==> src/pkg/spoc_pkg.sv <==
// Package with constants and carrier types for the system power-on control block.
package spoc_pkg;

    // Depth of the input synchroniser chain.
    localparam int unsigned SYNC_STAGES = 2;
    // Reset value of the supply select output (deasserted).
    localparam logic        SELECT_RESET = 1'b0;
    // Length of the supply select pulse used to wake the supply, in ns and cycles.
    localparam int unsigned CLK_PERIOD_NS     = 20;
    localparam int unsigned SELECT_PULSE_NS   = 1000;
    localparam int unsigned SELECT_PULSE_CYC  =
        (SELECT_PULSE_NS / CLK_PERIOD_NS) < 1 ? 1 : (SELECT_PULSE_NS / CLK_PERIOD_NS);
    localparam int unsigned PULSE_CNT_W       = 8;

    // Asynchronous supply inputs gathered as one bundle.
    typedef struct packed {
        logic on_button_in;
        logic supply_good_in;
        logic supply_alert_in;
        logic switched_rail_status;
    } spoc_pins_t;

    // Events presented to software.
    typedef struct packed {
        logic power_loss;   // High-priority event.
        logic status_alert; // Low-priority event.
    } spoc_events_t;

    typedef enum logic [2:0] {
        SPOC_OFF  = 3'b001,
        SPOC_WAKE = 3'b010,
        SPOC_ON   = 3'b100
    } spoc_state_t;

endpackage

==> src/hdl/spoc_sync.sv <==
// Two-flip-flop synchroniser for a bundle of asynchronous inputs.
`timescale 1ns/100ps
module spoc_sync import spoc_pkg::*; #(
    parameter int unsigned WIDTH = 4
) (
    input  wire logic             i_clk,    // System clock.
    input  wire logic             i_arst_n, // Asynchronous reset, active low.
    input  wire logic [WIDTH-1:0] i_async,  // Asynchronous inputs.
    output logic      [WIDTH-1:0] o_sync    // Synchronised outputs.
);

    logic [WIDTH-1:0] meta;

    // Stage one is read only by stage two.
    always_ff @(posedge i_clk or negedge i_arst_n) begin
        if (!i_arst_n) begin
            meta   <= '0;
            o_sync <= '0;
        end else begin
            meta   <= i_async;
            o_sync <= meta;
        end
    end

endmodule

==> src/hdl/spoc_top.sv <==
// Reset and system power-on control for the processor.
// How it works
// - Core reset output follows core reset input low, and is also held low by power-on reset.
// - Power-on reset input clears all logic except the core reset synchroniser while held low.
// - On button asserts supply select to request system power on.
// - Supply select never asserts while good-power status is low.
// - Enabled wake interrupt while off also asserts supply select, same gating.
// - Falling good-power while running raises an immediate high-priority event.
// - Supply alert pulse becomes an event prompting a status read.
// - Supply alert is a low-priority event, distinct from power loss.
`timescale 1ns/100ps
module spoc_top import spoc_pkg::*; (
    input  wire logic         i_clk,                  // System clock, 50 MHz.
    input  wire logic         i_arst_n,               // Power-on reset, active low.
    input  wire logic         i_core_reset_n,         // Core reset input, active low.
    input  wire logic         i_on_button_in,         // On button, active high.
    input  wire logic         i_supply_good_in,       // Good-power status from supply.
    input  wire logic         i_supply_alert_in,      // Status-change alert from supply.
    input  wire logic         i_switched_rail_status, // Switched rail status.
    input  wire logic         i_wake_irq,             // Wake interrupt from core logic.
    input  wire logic         i_wake_en,              // Wake interrupt enable.
    input  wire logic         i_sw_power_off,         // Software request to power down.
    input  wire logic         i_event_ack,            // Pulse: clear both event flags.
    output logic              o_core_reset_n,         // Reset to CPU core, active low.
    output logic              o_supply_select_out,    // Chip select to power supply.
    output spoc_events_t      o_events,               // Sticky event flags.
    output logic              o_system_on             // System considered running.
);

    spoc_pins_t  pins_async;
    spoc_pins_t  pins;
    spoc_state_t state;
    spoc_state_t next_state;
    logic        good_d;
    logic        alert_d;
    logic        core_meta;
    logic        core_sync;
    logic [PULSE_CNT_W-1:0] pulse_cnt;
    logic        power_loss_set;
    logic        alert_set;
    logic        wake_req;

    assign pins_async = '{on_button_in:         i_on_button_in,
                          supply_good_in:       i_supply_good_in,
                          supply_alert_in:      i_supply_alert_in,
                          switched_rail_status: i_switched_rail_status};

    spoc_sync #(.WIDTH($bits(spoc_pins_t))) u_sync (
        .i_clk    (i_clk),
        .i_arst_n (i_arst_n),
        .i_async  (pins_async),
        .o_sync   (pins)
    );

    // core reset asserts asynchronously, releases synchronously.
    always_ff @(posedge i_clk or negedge i_core_reset_n) begin
        if (!i_core_reset_n) begin
            core_meta <= 1'b0;
            core_sync <= 1'b0;
        end else begin
            core_meta <= 1'b1;
            core_sync <= core_meta;
        end
    end
    // power-on reset also holds the core.
    assign o_core_reset_n = core_sync & i_arst_n;

    always_ff @(posedge i_clk or negedge i_arst_n) begin
        if (!i_arst_n) begin
            good_d  <= 1'b0;
            alert_d <= 1'b0;
        end else begin
            good_d  <= pins.supply_good_in;
            alert_d <= pins.supply_alert_in;
        end
    end

    // wake interrupt only counts when enabled.
    assign wake_req = pins.on_button_in | (i_wake_irq & i_wake_en);

    always_comb begin
        next_state = state;
        unique case (state)
            SPOC_OFF: begin
                if (wake_req && pins.supply_good_in) begin
                    next_state = SPOC_WAKE;
                end
            end
            SPOC_WAKE: begin
                if (!pins.supply_good_in) begin
                    next_state = SPOC_OFF;
                end else if (pulse_cnt == PULSE_CNT_W'(SELECT_PULSE_CYC - 1)) begin
                    next_state = SPOC_ON;
                end
            end
            SPOC_ON: begin
                if (i_sw_power_off) begin
                    next_state = SPOC_OFF;
                end
            end
            default: next_state = SPOC_OFF;
        endcase
    end

    always_ff @(posedge i_clk or negedge i_arst_n) begin
        if (!i_arst_n) begin
            state     <= SPOC_OFF;
            pulse_cnt <= '0;
        end else begin
            state <= next_state;
            if (state == SPOC_WAKE) begin
                pulse_cnt <= pulse_cnt + PULSE_CNT_W'(1);
            end else begin
                pulse_cnt <= '0;
            end
        end
    end

    // select gated by good power; falling edge ends the select pulse.
    always_ff @(posedge i_clk or negedge i_arst_n) begin
        if (!i_arst_n) begin
            o_supply_select_out <= SELECT_RESET;
        end else begin
            o_supply_select_out <= (next_state == SPOC_WAKE) && pins.supply_good_in;
        end
    end

    assign o_system_on = (state == SPOC_ON);

    assign power_loss_set = good_d && !pins.supply_good_in && (state == SPOC_ON);
    // alert rising edge becomes event; kept separate.
    assign alert_set      = pins.supply_alert_in && !alert_d;

    // Set wins over acknowledge in the same cycle.
    always_ff @(posedge i_clk or negedge i_arst_n) begin
        if (!i_arst_n) begin
            o_events <= '0;
        end else begin
            o_events.power_loss   <= power_loss_set | (o_events.power_loss & ~i_event_ack);
            o_events.status_alert <= alert_set | (o_events.status_alert & ~i_event_ack);
        end
    end
endmodule

==> config.mk <==
export PLATFORM = sky130hd
export DESIGN_NAME = spoc_top
export DESIGN_NICKNAME = d
export VERILOG_FILES = /design/src/pkg/spoc_pkg.sv /design/src/hdl/spoc_sync.sv /design/src/hdl/spoc_top.sv
export SDC_FILE = /design/constraint.sdc
export NUM_CORES = 1
export LEC_CHECK = 0
export BUFFER_PORTS_ARGS = -buffer_cell sky130_fd_sc_hd__clkbuf_2
export CORE_MARGIN = 5
export CORE_UTILIZATION = 50
export CTS_BUF_LIST = sky130_fd_sc_hd__clkbuf_16
export DETAILED_ROUTE_END_ITERATION = 10
export PLACE_DENSITY = 0.73
export RECOVER_POWER = 25
export REMOVE_ABC_BUFFERS = 1
export SYNTH_ARGS = -nofsm -noshare
export SYNTH_HDL_FRONTEND = slang
export SYNTH_SLANG_ARGS = --single-unit
==> constraint.sdc <==
create_clock -name i_clk -period 1.8 [get_ports i_clk]
set_input_delay 0.27 -clock i_clk [delete_from_list [all_inputs] [get_ports i_clk]]
set_output_delay 0.27 -clock i_clk [all_outputs]
set_load 0.01 [all_outputs]
# == Word-level counts from Yosys, hierarchy flattened ==
# Cells that the tools add are included.
# totals
output_inout_bits,5
inputBits,11
word_cells,38
ff_bits,26
# op_classes
bitwise_logic,8
n_eq_ne,5
n_mux,6
n_reduce_logical,7
n_addsub,1
# op_table
cell,count
$mux W3,4
$pmux W3 S3,1
$add A8 B1 Y8 const B,1
$eq A8 B6 Y1 const B,1
$mux W8,1
$eq A3 B2 Y1 const B,2
$logic_and A1 B1 Y1,5
$and A1 B1 Y1,4
$eq A3 B1 Y1 const B,1
$eq A3 B3 Y1 const B,1
$or A1 B1 Y1,3
$logic_not A1 Y1,2
$not A1 Y1,1

# == Logic depth before layout (Yosys ltp) ==
# depth
ltp_word,7
mapped_depth,5
mapped_depth_nobuf,5

# == By module ==
# From an unflattened synthesis, not the netlist that was laid out.
# hier_totals
hier_cells,75
hier_area_um2,944.7
# modules_own_cells
mod,cells_per_inst,n_inst,area_each_um2,seq_area_each_um2
spoc_top,67,1,744.5,451.7
spoc_sync,8,1,200.2,200.2

# == Least setup slack after synthesis ==
# No wires, ideal clock.
# synth_path
path_kind,flip-flop to flip-flop
start,register pulse_cnt[1]
end,register state[2]
period_less_slack_ns,1.512
setup_time_ns,0.066
t_arrival_ns,1.446
path_buffers,0
required_time_ns,1.734
setup_slack_ns,0.288
stages_incl_launch_ff,6
cell_sequence,dfrtp_1 inv_1 ha_1 or4b_1 or4_1 nand2_1
# synth_via
elab_chain_len,4
# synth_rtl
element,line_no,source
"start, declared",spoc_top.sv:38,logic [PULSE_CNT_W-1:0] pulse_cnt;
"start signal, assigned",spoc_top.sv:112,pulse_cnt <= pulse_cnt + PULSE_CNT_W'(1);
$eq A8 B6 Y1,spoc_top.sv:92,end else if (pulse_cnt == PULSE_CNT_W'(SELECT_PULSE_CYC - 1)) begin
$mux W3,spoc_top.sv:92,
$mux W3,spoc_top.sv:90,if (!pins.supply_good_in) begin
$pmux W3 S3,spoc_top.sv:83,unique case (state)
net next_state[2],spoc_top.sv:33,spoc_state_t next_state;
"end signal, assigned",spoc_top.sv:110,state <= next_state;
"end, declared",spoc_top.sv:32,spoc_state_t state;
# The timed path passes the listed nets, and every way through them passes these cells.

# == Final worst setup path ==
# Ends and elaborated chain as after synthesis.

==> impl_metrics.py <==
metrics = {
    "final_layout": {
        "drive_gt1_share_pct": 20.7,
        "syn_to_final_growth_pct": 24.1,
        "n_antenna_cell": 0,
        "fin_cells": 117,
        "fin_nets": 106,
        "n_fill_cell": 126,
    },
    "placement": {
        "dp_cells": 112,
        "detailedPlacementHpwl_mm": 1.06,
        "place_congestion": 0.723,
        "port_buffers": 14,
    },
    "clock_network": {
        "cts_max_level": 1,
        "clk_pin_slew_ps": 60,
        "clkSinkCount": 24,
        "tritoncts": "built",
        "clk_path_buf_depth": 2,
        "cts-root-buf": "clkbuf_16",
        "cts_buffers": 3,
        "cts_resized": 0,
        "clock_latency_ps": 250,
    },
    "setup_path": {
        "crit_arrival_ps": 1760,
        "critPathBufInv": 1,
        "crit_chain": "inv_1 > ha_1 > or4b_1 > or4_1 > nand2_1",
        "crit_fanout": 4,
        "crit_path_start_kind": "register",
        "end_kind": "register",
        "critical_path_class": "reg2reg",
        "crit_slowest_cell": "or4b_1",
        "slowest_delay_ps": 440,
        "critPathTopFamily": "simple AND/OR/NAND/NOR gates",
        "rrSetupSlack_ps": 230,
        "r2r_start": "pulse_cnt[1]$_DFF_PN0_",
        "required_ps": 1990,
        "reg2reg_depth": 5,
        "regToRegEndpoint": "state[2]$_DFF_PN0_",
    },
    "timing": {
        "fin_crit_ps": 1570,
        "rsz0062_at_grt": "false",
        "fin_worst_skew_ps": 1.47,
        "max_slew_margin_pct": 26.4,
        "fmax_ghz": 0.638,
        "worst_pin_slew_ps": 1100,
        "fin_crit_sh_pct": 87.1,
        "fin_setup_tns_ps": 0,
        "setup_viol": 0,
        "hold_violations": 0,
        "report.final.slew_viol_count": 0,
    },
    "power_and_ir_drop": {
        "leakage_uw": 0.000507,
        "power_density_mw_per_mm2": 1120,
        "totalPowerFinal_uw": 1240,
        "peakVddDrop_uv": 748,
    },
    "grt": {
        "grt_usage_pct": 13.0,
        "grt_pass1_wl_mm": 2.55,
        "overflow": 0,
        "first_global_vias": 570,
        "antenna_found_initial": 0,
        "grt_max_degree": 23,
    },
    "logic_synthesis": {
        "synth_cell_types": 28,
        "ys_ff_latch": 24,
        "synthCells": 73,
        "synth_area_per_cell_um2": 12.3,
        "yosysTopAreaCellShare_pct": 64.3,
        "yosysSeqAreaShare_pct": 67.3,
        "yosysWarnings": 0,
        "synthTopCellsByArea": "dfrtp_1 (64%), o21ai_0 (3.4%), dfstp_2 (2.9%), ha_1 (2.8%), inv_1 (2.1%)",
        "synth_area_um2": 895,
        "yosysTopAreaCell": "dfrtp_1",
    },
    "route": {
        "detail_route.wl_per_cell_um": 12.4,
        "vias": 580,
        "drt_wl_total_mm": 1.45,
        "drtAntennaViolNets": 0,
        "avgViaCountPerCell": 4.96,
        "dr.pass1.iters": 2,
        "initialDrtViolationCount": 8,
        "drc": 0,
    },
    "floorplan": {
        "die_h_um": 52.3,
        "io_pins": 16,
        "floorplan.die.width_um": 52.3,
        "rows": 15,
        "core_mm2": 0.00171,
        "die-area_mm2": 0.00274,
        "start_util_pct": 52.4,
    },
    "hold_path": {
        "min_path_cells": 1,
        "hp-start": "i_supply_good_in",
        "worstHoldEndpoint": "u_sync.meta[2]$_DFF_PN0_",
        "min_path_type": "in2reg",
    },
    "status": {
        "status": "finished clean",
    },
    "flow_run": {
        "cap_violations": 0,
    },
}
## cell usage in the layout, fill, tap and decap left out, drive strengths merged, types with 2 or more instances in the layout
cell	count
nand2	3
clkbuf	18
nand3	3
xnor2	2
dfrtp	23
o21ai	6
inv	5
ha	2
or3	3
a21oi	3
nor2	5
## timing repair
item / CTS / global route
hold buffers: 1 / 0
hold endpoints to repair: 2 / 0
buffers inserted: 0 / 0
## sequential cells by signal, summed over array words and instances, names as in the netlist
signal,flops
core_meta,1
o_events,2
u_sync.meta,3
core_sync,1
alert_d,1
good_d,1
u_sync.o_sync,3
o_supply_select_out,1
state,3
pulse_cnt,8
## worst max path at each step
stage                                start                  to  slack, ps  cells past startpoint
floorplan           pulse_cnt[1]$_DFF_PN0_  state[2]$_DFF_PN0_        290                      5
global placement    pulse_cnt[1]$_DFF_PN0_  state[2]$_DFF_PN0_        250                      5
detailed placement  pulse_cnt[1]$_DFF_PN0_  state[2]$_DFF_PN0_        250                      5
CTS                 pulse_cnt[1]$_DFF_PN0_  state[2]$_DFF_PN0_        240                      5
global route        pulse_cnt[1]$_DFF_PN0_  state[2]$_DFF_PN0_        150                      5
finish              pulse_cnt[1]$_DFF_PN0_  state[2]$_DFF_PN0_        230                      5
## stage by stage
stage | hold slack [ps] | cell area, um^2 | setup WS [ps] | util, %
2_1_floorplan | -25.6 | 891 | 288 | -
3_3_place_gp | 55.5 | 1000 | 251 | 58.5
3_5_place_dp | 57.7 | 1000 | 250 | 58.5
4_1_cts | 25.1 | 1110 | 236 | 65.3
5_1_grt | 109 | 1110 | 152 | 65.0
6_report | 118 | 1110 | 233 | 65.0
## synthesized netlist by cell type, drive strengths merged
master	number
dfrtp	23
o21ai	6
inv	5
nor2	5
a21oi	3
nand2	3
nand3	3
or3	3
ha	2
xnor2	2
a21o	1
and2	1
and3	1
clkbuf	1
conb	1
dfstp	1
nand2b	1
nand3b	1
nand4	1
nand4bb	1
nor3	1
nor3b	1
nor4bb	1
o22ai	1
or3b	1
or4	1
or4b	1
xor2	1
## layer usage
metal,part of all wire [%],up-vias,global-route usage [%]
li1,-,287,-
met1,41,281,15.9
met2,53,10,21.1
met3,4.8,2,3.42
met4,1.3,0,6.38
met5,0,-,0
## logic make-up (layout without fill, tap and decap cells)
logic type      after synthesis  count (layout)  share of synthesized area [%]
simple gates                 26              26                           17.5
flops                        24              24                           67.3
compound gates               11              11                           6.57
buf+inv                       6              25                           2.52
xor+xnor                      3               3                           2.94
fa+ha+maj                     2               2                           2.80
other cells                   1               1                          0.419
## final cells by class
| cell class | count | area, um^2 | area share (%) |
|---|---|---|---|
| clock buffers | 3 | 75.1 | 6.76 |
| well taps | 25 | 31.3 | 2.82 |
| inverters | 5 | 18.8 | 1.69 |
| flip-flops and latches | 24 | 602 | 54.2 |
| clock inverters | 1 | 30.0 | 2.71 |
| repair buffers | 16 | 82.6 | 7.44 |
| multi-input cells | 43 | 270 | 24.4 |
## where the power goes
group          switching (uW)  internal (uW)  total, uW  leakage, uW
logic                    28.9           24.1       53.0     0.000151
clock network             173            441        615    0.0000511
registers                11.6            564        575     0.000305
total                     214           1030       1240     0.000507
## worst reg2reg max path: cells and delay by family (launching register included)
family | cells | cell delay, ps
adder cells (fa/ha/maj) | 1 | 120
buffers and inverters | 1 | 70
flip-flops | 1 | 400
AND/OR/NAND/NOR | 3 | 910
No activity file was read; power rests on OpenSTA's default activity.
